===== config.mk =====
export PLATFORM = sky130hd
export DESIGN_NAME = ssp_stack_top
export DESIGN_NICKNAME = d
export VERILOG_FILES = /design/src/core/ssp_pkg.sv /design/src/core/ssp_regbus_if.sv /design/src/core/ssp_ptr_reg.sv /design/src/core/ssp_apb_slave.sv /design/src/core/ssp_stack_top.sv
export SDC_FILE = /design/constraint.sdc
export NUM_CORES = 1
export LEC_CHECK = 0
export ABC_AREA = 1
export BUFFER_PORTS_ARGS = -buffer_cell sky130_fd_sc_hd__buf_4
export CORE_MARGIN = 2
export CORE_UTILIZATION = 56
export DETAILED_ROUTE_END_ITERATION = 6
export PLACE_DENSITY = 0.9
export SETUP_SLACK_MARGIN = 0.4
export SLEW_MARGIN = 20
export SYNTH_ARGS = -nofsm -noshare
export SYNTH_HDL_FRONTEND = slang
export SYNTH_SLANG_ARGS = --single-unit

===== constraint.sdc =====
create_clock -name CLK_SYS -period 13.8 [get_ports CLK_SYS]
set_input_delay 2.07 -clock CLK_SYS [delete_from_list [all_inputs] [get_ports CLK_SYS]]
set_output_delay 2.07 -clock CLK_SYS [all_outputs]
set_load 0.1 [all_outputs]

===== src/core/ssp_pkg.sv =====
package ssp_pkg;

  // Stack geometry
  localparam logic [15:0] SP_RESET  = 16'h1000;
  localparam logic [15:0] FP_RESET  = 16'h0000;
  localparam logic [15:0] WORD_STEP = 16'h0002;

  // Register byte offsets
  localparam logic [11:0] OFS_SP   = 12'h000;
  localparam logic [11:0] OFS_FP   = 12'h004;
  localparam logic [11:0] OFS_CTRL = 12'h008;
  localparam logic [11:0] OFS_STAT = 12'h00C;

  // Control and status fields
  localparam logic [15:0] CTRL_RESET     = 16'h0000;
  localparam logic [15:0] CTRL_MASK      = 16'hFF01;
  localparam int          CTRL_FA_BIT    = 0;
  localparam int          CTRL_PAGE_LSB  = 8;
  localparam int          CTRL_PAGE_MSB  = 15;
  localparam int          STAT_BUSY_BIT  = 0;
  localparam int          STAT_BYTE_LSB  = 8;

  typedef enum logic [2:0] {
    CMD_NONE   = 3'h0,
    CMD_PUSH   = 3'h1,
    CMD_POP    = 3'h2,
    CMD_CALL   = 3'h3,
    CMD_EXC    = 3'h4,
    CMD_RET    = 3'h5,
    CMD_RETFIE = 3'h6
  } ssp_cmd_e;

  typedef enum logic [2:0] {
    ST_IDLE = 3'h0,
    ST_WR2  = 3'h1,
    ST_FIN  = 3'h3,
    ST_RDA  = 3'h2,
    ST_RDB  = 3'h6,
    ST_RDC  = 3'h7
  } ssp_state_e;

endpackage


===== src/core/ssp_regbus_if.sv =====
interface ssp_regbus_if;
  logic [15:0] wdata;
  logic        sp_wr;
  logic        fp_wr;
  logic        hold;
  logic        frame_flag;
  logic [7:0]  page;
  logic [15:0] sp_val;
  logic [15:0] fp_val;
  logic [15:0] stat_val;
  logic        grant;

  modport slv (
    output wdata, sp_wr, fp_wr, hold, frame_flag, page,
    input  sp_val, fp_val, stat_val, grant
  );
  modport eng (
    input  wdata, sp_wr, fp_wr, hold, frame_flag, page,
    output sp_val, fp_val, stat_val, grant
  );
endinterface


===== src/core/ssp_ptr_reg.sv =====
module ssp_ptr_reg
  import ssp_pkg::*;
#(
  parameter int unsigned  W       = 16,
  parameter logic [W-1:0] RST_VAL = '0,
  parameter bit           ALIGN   = 1'b1
) (
  input  wire logic         clk,
  input  wire logic         rst,
  input  wire logic         load,
  input  wire logic [W-1:0] load_val,
  input  wire logic         step_up,
  input  wire logic         step_dn,
  output logic      [W-1:0] value
);
  localparam logic [W-1:0] STEP = W'(WORD_STEP);

  logic [W-1:0] value_q;
  logic [W-1:0] value_d;
  logic [W-1:0] masked;

  // Loaded low bit never stored as one while ALIGN is set; RST_VAL is stored unmasked
  assign masked  = ALIGN ? {load_val[W-1:1], 1'b0} : load_val;
  // Arithmetic wraps inside W bits, no page bits
  assign value_d = load    ? masked :
                   step_up ? value_q + STEP :
                   step_dn ? value_q - STEP : value_q;

  always_ff @(posedge clk or posedge rst) begin
    if (rst) begin
      value_q <= RST_VAL;
    end else begin
      value_q <= value_d;
    end
  end

  assign value = value_q;
endmodule


===== src/core/ssp_apb_slave.sv =====
module ssp_apb_slave
  import ssp_pkg::*;
#(
  parameter int unsigned PADDR_W = 12
) (
  input  wire logic               clk,
  input  wire logic               rst,
  input  wire logic               psel,
  input  wire logic               penable,
  input  wire logic               pwrite,
  input  wire logic [PADDR_W-1:0] paddr,
  input  wire logic [31:0]        pwdata,
  output logic      [31:0]        prdata,
  output logic                    pready,
  output logic                    pslverr,
  ssp_regbus_if.slv               rb
);
  logic        pready_q;
  logic        pslverr_q;
  logic [31:0] prdata_q;
  logic [15:0] ctrl_q;

  wire logic        access    = psel & penable;
  wire logic        hit_sp    = paddr == PADDR_W'(OFS_SP);
  wire logic        hit_fp    = paddr == PADDR_W'(OFS_FP);
  wire logic        hit_ctrl  = paddr == PADDR_W'(OFS_CTRL);
  wire logic        hit_stat  = paddr == PADDR_W'(OFS_STAT);
  wire logic        hit_any   = hit_sp | hit_fp | hit_ctrl | hit_stat;
  wire logic        wr_commit = access & pready_q & pwrite;
  wire logic [31:0] rd_mux    = hit_sp   ? {16'h0000, rb.sp_val} :
                                hit_fp   ? {16'h0000, rb.fp_val} :
                                hit_ctrl ? {16'h0000, ctrl_q} :
                                hit_stat ? {16'h0000, rb.stat_val} : 32'h0000_0000;

  // Wait states until the stack engine is idle
  assign rb.hold       = access & ~pready_q & rb.grant;
  assign rb.sp_wr      = wr_commit & hit_sp;
  assign rb.fp_wr      = wr_commit & hit_fp;
  assign rb.wdata      = pwdata[15:0];
  assign rb.frame_flag = ctrl_q[CTRL_FA_BIT];
  assign rb.page       = ctrl_q[CTRL_PAGE_MSB:CTRL_PAGE_LSB];

  always_ff @(posedge clk or posedge rst) begin
    if (rst) begin
      pready_q  <= 1'b0;
      pslverr_q <= 1'b0;
      prdata_q  <= 32'h0000_0000;
      ctrl_q    <= CTRL_RESET;
    end else begin
      pready_q  <= rb.hold;
      pslverr_q <= rb.hold & ~hit_any;
      if (rb.hold) begin
        prdata_q <= pwrite ? 32'h0000_0000 : rd_mux;
      end
      if (wr_commit & hit_ctrl) begin
        ctrl_q <= pwdata[15:0] & CTRL_MASK;
      end
    end
  end

  assign pready  = pready_q;
  assign pslverr = pslverr_q;
  assign prdata  = prdata_q;
endmodule


===== src/core/ssp_stack_top.sv =====
// Functional notes
// - Stack pointer bit zero always reads zero
// - Every reset loads pointer with 0x1000
// - Pointer addresses next free word, grows upward
// - Push writes then increments; pop decrements first
// - PC low word first, upper bits second
// - Call push zeroes upper byte of word
// - Exception push puts status byte upper
// - Stack pointer never paged, sixteen bits only
// - Frame pointer unpaged while frame flag set
// - Engine updates pointer; instructions still access it
// - Software may write pointer anywhere
//
// Decided for this implementation: the APB register port and the register addresses.
module ssp_stack_top
  import ssp_pkg::*;
#(
  parameter int unsigned PADDR_W = 12
) (
  input  wire logic               CLK_SYS,
  input  wire logic               RST,
  input  wire logic               PSEL,
  input  wire logic               PENABLE,
  input  wire logic               PWRITE,
  input  wire logic [PADDR_W-1:0] PADDR,
  input  wire logic [31:0]        PWDATA,
  output logic      [31:0]        PRDATA,
  output logic                    PREADY,
  output logic                    PSLVERR,
  input  wire logic               CORE_REQ,
  input  wire logic [2:0]         CORE_CMD,
  input  wire logic [15:0]        CORE_WDATA,
  input  wire logic [15:0]        CORE_PC_LO,
  input  wire logic [6:0]         CORE_PC_HI,
  input  wire logic [7:0]         CORE_STATUS_LOW_BYTE,
  input  wire logic               CORE_SP_WR,
  input  wire logic [15:0]        CORE_SP_WDATA,
  output logic                    CORE_READY,
  output logic                    CORE_DONE,
  output logic      [15:0]        CORE_RDATA,
  output logic      [15:0]        CORE_PC_LO_OUT,
  output logic      [6:0]         CORE_PC_HI_OUT,
  output logic      [7:0]         CORE_STATUS_LOW_BYTE_OUT,
  output logic                    CORE_STATUS_VALID,
  output logic      [15:0]        CORE_SP,
  output logic      [15:0]        MEM_ADDR,
  output logic      [15:0]        MEM_WDATA,
  output logic                    MEM_WE,
  output logic                    MEM_RE,
  input  wire logic [15:0]        MEM_RDATA,
  output logic      [23:0]        FP_ADDR
);
  ssp_regbus_if rb ();

  ssp_state_e  state_q;
  ssp_state_e  state_d;
  logic [15:0] sp_val;
  logic [15:0] fp_val;
  logic [15:0] addr_q;
  logic [15:0] addr_d;
  logic [15:0] wdata_q;
  logic [15:0] wdata_d;
  logic        we_q;
  logic        we_d;
  logic        re_q;
  logic        re_d;
  logic        done_q;
  logic        done_d;
  logic        sp_up;
  logic        sp_dn;
  logic        ready_q;
  logic        two_q;
  logic        exc_q;
  logic [15:0] hi_word_q;
  logic [15:0] rdata_q;
  logic [15:0] pc_lo_q;
  logic [6:0]  pc_hi_q;
  logic [7:0]  status_q;
  logic        status_valid_q;
  logic [23:0] fp_addr_q;

  wire logic        sp_wr_take = CORE_SP_WR & ready_q;
  wire logic        cmd_take   = CORE_REQ & ready_q & ~CORE_SP_WR;
  wire logic        is_call    = CORE_CMD == CMD_CALL;
  wire logic        is_exc     = CORE_CMD == CMD_EXC;
  wire logic        is_retfie  = CORE_CMD == CMD_RETFIE;
  wire logic        is_ret2    = (CORE_CMD == CMD_RET) | is_retfie;
  wire logic [15:0] sp_dec     = sp_val - WORD_STEP;
  wire logic        sp_load    = sp_wr_take | rb.sp_wr;
  wire logic [15:0] sp_load_v  = sp_wr_take ? CORE_SP_WDATA : rb.wdata;
  wire logic [15:0] call_hi    = {8'h00, 1'b0, CORE_PC_HI};
  wire logic [15:0] exc_hi     = {CORE_STATUS_LOW_BYTE, 1'b0, CORE_PC_HI};
  wire logic        idle_d     = state_d == ST_IDLE;

  assign rb.grant    = (state_q == ST_IDLE) & ~cmd_take & ~sp_wr_take;
  assign rb.sp_val   = sp_val;
  assign rb.fp_val   = fp_val;
  assign rb.stat_val = {status_q, 7'h00, state_q != ST_IDLE};

  ssp_apb_slave #(
    .PADDR_W (PADDR_W)
  ) u_apb (
    .clk     (CLK_SYS),
    .rst     (RST),
    .psel    (PSEL),
    .penable (PENABLE),
    .pwrite  (PWRITE),
    .paddr   (PADDR),
    .pwdata  (PWDATA),
    .prdata  (PRDATA),
    .pready  (PREADY),
    .pslverr (PSLVERR),
    .rb      (rb)
  );

  // Reset value points at valid RAM for early traps
  ssp_ptr_reg #(
    .W       (16),
    .RST_VAL (SP_RESET),
    .ALIGN   (1'b1)
  ) u_sp (
    .clk      (CLK_SYS),
    .rst      (RST),
    .load     (sp_load),
    .load_val (sp_load_v),
    .step_up  (sp_up),
    .step_dn  (sp_dn),
    .value    (sp_val)
  );

  ssp_ptr_reg #(
    .W       (16),
    .RST_VAL (FP_RESET),
    .ALIGN   (1'b0)
  ) u_fp (
    .clk      (CLK_SYS),
    .rst      (RST),
    .load     (rb.fp_wr),
    .load_val (rb.wdata),
    .step_up  (1'b0),
    .step_dn  (1'b0),
    .value    (fp_val)
  );

  always_comb begin
    state_d = state_q;
    addr_d  = addr_q;
    wdata_d = wdata_q;
    we_d    = 1'b0;
    re_d    = 1'b0;
    done_d  = 1'b0;
    sp_up   = 1'b0;
    sp_dn   = 1'b0;
    case (state_q)
      ST_IDLE: begin
        if (cmd_take) begin
          case (CORE_CMD)
            CMD_PUSH: begin
              we_d    = 1'b1;
              addr_d  = sp_val;
              wdata_d = CORE_WDATA;
              sp_up   = 1'b1;
              state_d = ST_FIN;
            end
            CMD_CALL, CMD_EXC: begin
              we_d    = 1'b1;
              addr_d  = sp_val;
              wdata_d = CORE_PC_LO;
              sp_up   = 1'b1;
              state_d = ST_WR2;
            end
            CMD_POP, CMD_RET, CMD_RETFIE: begin
              re_d    = 1'b1;
              addr_d  = sp_dec;
              sp_dn   = 1'b1;
              state_d = ST_RDA;
            end
            default: begin
              done_d  = 1'b1;
            end
          endcase
        end
      end
      ST_WR2: begin
        we_d    = 1'b1;
        addr_d  = sp_val;
        wdata_d = hi_word_q;
        sp_up   = 1'b1;
        state_d = ST_FIN;
      end
      ST_FIN: begin
        done_d  = 1'b1;
        state_d = ST_IDLE;
      end
      ST_RDA: begin
        if (two_q) begin
          re_d   = 1'b1;
          addr_d = sp_dec;
          sp_dn  = 1'b1;
        end
        state_d = ST_RDB;
      end
      ST_RDB: begin
        if (two_q) begin
          state_d = ST_RDC;
        end else begin
          done_d  = 1'b1;
          state_d = ST_IDLE;
        end
      end
      ST_RDC: begin
        done_d  = 1'b1;
        state_d = ST_IDLE;
      end
      default: begin
        state_d = ST_IDLE;
      end
    endcase
  end

  always_ff @(posedge CLK_SYS or posedge RST) begin
    if (RST) begin
      state_q <= ST_IDLE;
      addr_q  <= 16'h0000;
      wdata_q <= 16'h0000;
      we_q    <= 1'b0;
      re_q    <= 1'b0;
      done_q  <= 1'b0;
      ready_q <= 1'b0;
    end else begin
      state_q <= state_d;
      addr_q  <= addr_d;
      wdata_q <= wdata_d;
      we_q    <= we_d;
      re_q    <= re_d;
      done_q  <= done_d;
      ready_q <= idle_d & ~rb.hold;
    end
  end

  always_ff @(posedge CLK_SYS or posedge RST) begin
    if (RST) begin
      two_q     <= 1'b0;
      exc_q     <= 1'b0;
      hi_word_q <= 16'h0000;
    end else if (cmd_take) begin
      two_q     <= is_ret2;
      exc_q     <= is_retfie;
      hi_word_q <= is_exc ? exc_hi : call_hi;
    end
  end

  // Read data arrive one cycle after the read strobe
  always_ff @(posedge CLK_SYS or posedge RST) begin
    if (RST) begin
      rdata_q        <= 16'h0000;
      pc_lo_q        <= 16'h0000;
      pc_hi_q        <= 7'h00;
      status_q       <= 8'h00;
      status_valid_q <= 1'b0;
    end else begin
      status_valid_q <= 1'b0;
      if (state_q == ST_RDB) begin
        if (two_q) begin
          pc_hi_q <= MEM_RDATA[6:0];
          if (exc_q) begin
            status_q <= MEM_RDATA[15:8];
          end
        end else begin
          rdata_q <= MEM_RDATA;
        end
      end
      if (state_q == ST_RDC) begin
        pc_lo_q        <= MEM_RDATA;
        status_valid_q <= exc_q;
      end
    end
  end

  always_ff @(posedge CLK_SYS or posedge RST) begin
    if (RST) begin
      fp_addr_q <= 24'h00_0000;
    end else begin
      fp_addr_q <= {rb.frame_flag ? 8'h00 : rb.page, fp_val};
    end
  end

  assign CORE_READY               = ready_q;
  assign CORE_DONE                = done_q;
  assign CORE_RDATA               = rdata_q;
  assign CORE_PC_LO_OUT           = pc_lo_q;
  assign CORE_PC_HI_OUT           = pc_hi_q;
  assign CORE_STATUS_LOW_BYTE_OUT = status_q;
  assign CORE_STATUS_VALID        = status_valid_q;
  assign CORE_SP                  = sp_val;
  assign MEM_ADDR                 = addr_q;
  assign MEM_WDATA                = wdata_q;
  assign MEM_WE                   = we_q;
  assign MEM_RE                   = re_q;
  assign FP_ADDR                  = fp_addr_q;
endmodule


Word level (Yosys, flattened, before mapping)
Index checks and enable logic that the tools add are counted.
- input port bits: 133
- register bits after elaboration: 204
- output and inout bits: 158
- logic and storage cells: 120
- reduce and logical (&&, ||, !) cells: 17
- bitwise operators: 27
- muxes and demuxes: 34
- add/sub/neg operators: 2
- equality and inequality tests: 18
- operator list (operator ; count):
    two-way mux 16 bit ; 9
    two-way mux 32 bit ; 4
    one-hot mux 16 bit (2 select lines) ; 3
    one-hot mux 16 bit (3 select lines) ; 1
    equality test 12 x 4 -> 1 bit, second input constant ; 2
    adder 16 x 2 -> 16 bit, second input constant ; 1
    subtractor 16 x 2 -> 16 bit, second input constant ; 1
    bitwise AND 1 bit ; 15
    equality test 3 bit, second input constant ; 5
    equality test 12 x 3 -> 1 bit, second input constant ; 1
    equality test 3 x 2 -> 1 bit, second input constant ; 4
    logical NOT 12 bit ; 1
    one-hot mux 3 bit (4 select lines) ; 1
    two-way mux 1 bit ; 9
    one-hot mux 3 bit (3 select lines) ; 1
    nonzero test 3 bit ; 3
    two-way mux 8 bit ; 1
    NOT 1 bit ; 7
    equality test 3 x 1 -> 1 bit, second input constant ; 2
    logical NOT 3 bit ; 2
    two-way mux 3 bit ; 2
    AND reduction 3 bit ; 2
    OR reduction 3 bit ; 2
    OR reduction 6 bit ; 1
    other kinds (10) ; 18

Longest topological paths before layout
- depth in word-level cells: 8
- gate-level depth with buffers: 11
- depth with buffers taken out: 11

Modules after synthesis
Synthesis repeated with hierarchy kept, for this count alone.
- cells, all modules: 1440
- area, all modules: 10635.2 um^2
- by module, submodules not included (module ; cells an instance ; area each (um^2) ; instances):
    ssp_stack_top ; 704 ; 5696.7 ; 1
    ssp_apb_slave ; 279 ; 1966.9 ; 1
    ssp_ptr_reg at u_fp ; 226 ; 1488.9 ; 1
    ssp_ptr_reg at u_sp ; 231 ; 1482.7 ; 1

Least setup slack after synthesis
No wires, ideal clock.
- path kind: input to register
- start: input PADDR[11]
- end: register u_sp.value_q[10] (netlist: u_sp.value[10])
- stages: 9
- path slack: 10.566 ns
- data arrival time: 3.113 ns
- path buffers: 1
- cells stage by stage: nor2_1 -> nand2_1 -> nor2_2 -> nand3_4 -> nand2_4 -> inv_2 -> buf_2 -> nand3_1 -> a21oi_2
- cells in the longest elaborated chain, start to end: 4
- RTL lines (what ; line ; RTL):
    start: declaration ; ssp_stack_top.sv:25 ; input wire logic [PADDR_W-1:0] PADDR,
    logical NOT 12 bit * ; ssp_apb_slave.sv:24 ; wire logic hit_sp = paddr == PADDR_W'(OFS_SP);
    bitwise AND 1 bit * ; ssp_apb_slave.sv:37 ; assign rb.sp_wr = wr_commit & hit_sp;
    bitwise OR 1 bit * ; ssp_stack_top.sv:89 ; wire logic sp_load = sp_wr_take | rb.sp_wr;
    nonzero test 3 bit (no source line) / two-way mux 16 bit (equally long branches) ; - ;
    end signal: assignment ; ssp_ptr_reg.sv:33 ; value_q <= value_d;
    end: declaration ; ssp_ptr_reg.sv:18 ; logic [W-1:0] value_q;
Every way passes the cells marked *; elsewhere a longest branch is shown, timed or not.
A chain may end at the register's enable or synchronous reset.

Final worst setup path
- start: input PADDR[1]
- end: register u_fp.value_q[12] (netlist: u_fp.value[12])
- cells in the longest elaborated chain, start to end: 2
- RTL lines (what ; line ; RTL):
    equality test 12 x 3 -> 1 bit ; ssp_apb_slave.sv:25 ; wire logic hit_fp = paddr == PADDR_W'(OFS_FP);
    bitwise AND 1 bit ; ssp_apb_slave.sv:38 ; assign rb.fp_wr = wr_commit & hit_fp;
    end signal: assignment ; ssp_ptr_reg.sv:33 ;
    end: declaration ; ssp_ptr_reg.sv:18 ;
No other way between the ends.

==> impl_metrics.env <==
export IMPL_hp_class="reg -> reg"
export IMPL_synth_compound_area_share_pct=12.60
export IMPL_drt_pass1_iter_count=6
export IMPL_min_period_ps=3986
export IMPL_worstPathMaxFanout=31
export IMPL_avgSynthCellArea_um2=7.893
export IMPL_ys_seq_elements=185
export IMPL_synthToLayoutAreaGrowth_pct=26.77
export IMPL_path_clk_slew_ps=80
export IMPL_powerDensity_nw_per_um2=281.6
export IMPL_async_reset_ff_share_pct=100.0
export IMPL_post_cts_resized=0
export IMPL_start_util_pct=57.49
export IMPL_io_buffers=255
export IMPL_slew_limit_headroom_pct=30.36
export IMPL_synth_edf_count=0
export IMPL_grt_overflow=0
export IMPL_die_w_um=131.7
export IMPL_cp_common_cell="nand2_1"
export IMPL_dp_hpwl_um=19050
export IMPL_post_drt_via_cell_ratio=5.377
export IMPL_numCtsBuffers=17
export IMPL_cts_root_buf="clkbuf_16"
export IMPL_synth_simple_area_share_pct=26.04
export IMPL_wire_per_inst_um=16.45
export IMPL_crit_chain="buf_4, nor2_2, inv_2, nor3_4, nor3b_2, nand2_1, nand2_1, o21ai_1"
export IMPL_grt_pass1_wl_um=42510
export IMPL_fin_crit_sh_pct=28.88
export IMPL_drive_gt1_share_pct=23.81
export IMPL_max_stage_delay_ps=600
export IMPL_grt_usage_pct=30.68
export IMPL_cts_buffer_depth=2
export IMPL_wirelength_um=26420
export IMPL_rsz0062_at_grt="false"
export IMPL_start_kind="input pin"
export IMPL_synth_top_family_by_area="simple AND/OR/NAND/NOR gates"
export IMPL_finalSetupViolCount=0
export IMPL_io_pins=291
export IMPL_leakage_nw=6.196
export IMPL_cap_violations=0
export IMPL_via_count=8635
export IMPL_status="complete, no violations"
export IMPL_clk_latency_ps=440
export IMPL_cts_htree_levels=4
export IMPL_max_freq_mhz=250.9
export IMPL_drv_slew=0
export IMPL_grt_antenna_before_repair=0
export IMPL_tns_ps=0
export IMPL_drc_errors=0
export IMPL_seq_area_frac_synth_pct=50.71
export IMPL_cts_tree="done"
export IMPL_yosysUniqueCellTypes=41
export IMPL_antenna_left=0
export IMPL_routabilityCongestion=0.9415
export IMPL_yosys_warnings=0
export IMPL_end_kind="flop"
export IMPL_synthXorXnorAreaFrac_pct=0.9590
export IMPL_coreArea_um2=15890
export IMPL_hold_violations=0
export IMPL_drt_initial_drc_count=685
export IMPL_ctsHoldBuffers=0
export IMPL_final_common_cell="nand2_1"
export IMPL_slowest_stage="nand2_1"
export IMPL_required_ps=14080
export IMPL_core_rowCount=46
export IMPL_cts_sinks=185
export IMPL_antennaDiodeCount=0
export IMPL_ys_flop_type="dfrtp_1"
export IMPL_die_area_um2=17340
export IMPL_syn_area_um2=9133
export IMPL_synth_cells=1157
export IMPL_worst_hold_slack_ps=401.6
export IMPL_postCtsSetupBuffers=0
export IMPL_cp_arrival_ps=4270
export IMPL_die_h_um=131.7
export IMPL_synth_mux_area_share_pct=0.1096
export IMPL_finalClockSkew_ps=11.01
export IMPL_grt_max_degree=107
export IMPL_max_vdd_ir_drop_mv=0.2305
export IMPL_crit_type="in -> reg"
export IMPL_nFillCells=1239
export IMPL_worst_slew_pin_slew_ps=1042
export IMPL_layout_common_cells="nand2_1 (335), buf_4 (257), dfrtp_1 (184), o21ai_0 (139), inv_1 (107)"
export IMPL_synth_adder_area_share_pct=0.2740
export IMPL_grt_pass1_vias=8398
export IMPL_layout_nets=1512
[routing by layer]
metal  share of wire, %  global-route usage [%]  vias up  wire [um]
met5                  0                       0        -          0
met4                4.0                   13.22        0       1046
met1                 40                   38.82     4034      10550
li1                   -                       -     4120          -
met2                 49                   50.17      389      12870
met3                7.4                   7.986       92       1958
[layout make-up]
type,count,area (um^2),share of cell area (%)
tap,216,270.3,2.334
clock inverter,14,137.6,1.189
sequential,185,4631,40.00
inverter,116,440.4,3.804
clock buffer,18,439.2,3.793
multi-input combinational,800,3730,32.22
timing repair buffer,257,1929,16.66
[final timing paths]
check,startpoint,to,slack (ps),cells past startpoint
hold / removal,u_fp.value[4]$_DFFE_PP0P_,FP_ADDR[4]$_DFF_PP0_,400,0
setup reg to reg,state_q[2]$_DFF_PP0_,MEM_ADDR[6]$_DFFE_PP0P_,11120,8
setup / recovery,PADDR[1],u_fp.value[12]$_DFFE_PP0P_,9810,8
max in group asynchronous,RST,FP_ADDR[16]$_DFF_PP0_,10390,3
hold reg to reg,u_fp.value[4]$_DFFE_PP0P_,FP_ADDR[4]$_DFF_PP0_,400,0
min in group asynchronous,RST,hi_word_q[4]$_DFFE_PP0P_,1810,2
[cells by family (layout without fill, tap and decap cells)]
group | after synthesis | count (layout)
AND/OR/NAND/NOR | 555 | 555
buffers and inverters | 189 | 405
flip-flops | 185 | 185
XOR/XNOR | 10 | 10
other | 1 | 18
AO/OA/AOI/OAI | 214 | 214
multiplexers | 1 | 1
adder cells (fa/ha/maj) | 2 | 2
[worst max-delay path: cells and delay by family]
kind            cells  cell delay (ps)
compound gates      1              110
buf+inv             2              210
simple gates        5             1850
[Yosys cell counts (all sizes together), types with 2 or more instances]
cell	instances	area (um^2)
clkbuf	28	105.1
nand2	341	1310
xor2	9	78.83
nand3	86	452.9
nand4	11	75.07
inv	115	431.7
o221ai	9	78.83
o22ai	2	12.51
o211ai	12	90.09
ha	2	25.02
nor3	5	41.29
dfrtp	184	4604
nor3b	2	20.02
buf	45	305.3
nor2	109	472.9
a21oi	24	131.4
o21ai	166	830.8
[where the power goes]
| group | total (mW) | switching, mW | leakage [nW] | internal [mW] |
|---|---|---|---|---|
| sequential | 0.860 | 0.153 | 2.36 | 0.707 |
| combinational | 1.92 | 1.53 | 3.57 | 0.394 |
| clock | 0.476 | 0.233 | 0.274 | 0.244 |
[sequential cells by signal (all words and copies together), names as in the netlist, 15 cells and up]
name	count
MEM_WDATA	16
MEM_ADDR	15
FP_ADDR	24
u_apb.prdata	16
u_sp.value	15
CORE_PC_LO_OUT	16
u_fp.value	16
CORE_RDATA	16
hi_word_q	15
[through the flow]
stage / instances / power (mW) / instance area [um^2] / util [%] / worst slack, ps
6_report: 1606 / 3.260 / 11580 / 72.88 / 9814
5_1_grt: 1606 / 3.414 / 11580 / 72.88 / 9605
4_1_cts: 1606 / 3.254 / 11570 / 72.82 / 9652
3_5_place_dp: 1574 / 2.779 / 10990 / 69.19 / 9304
3_3_place_gp: 1574 / 2.742 / 10990 / 69.19 / 9359
2_1_floorplan: 1174 / 2.379 / 9196 / - / 6703
(Power assumes the default switching activity.)
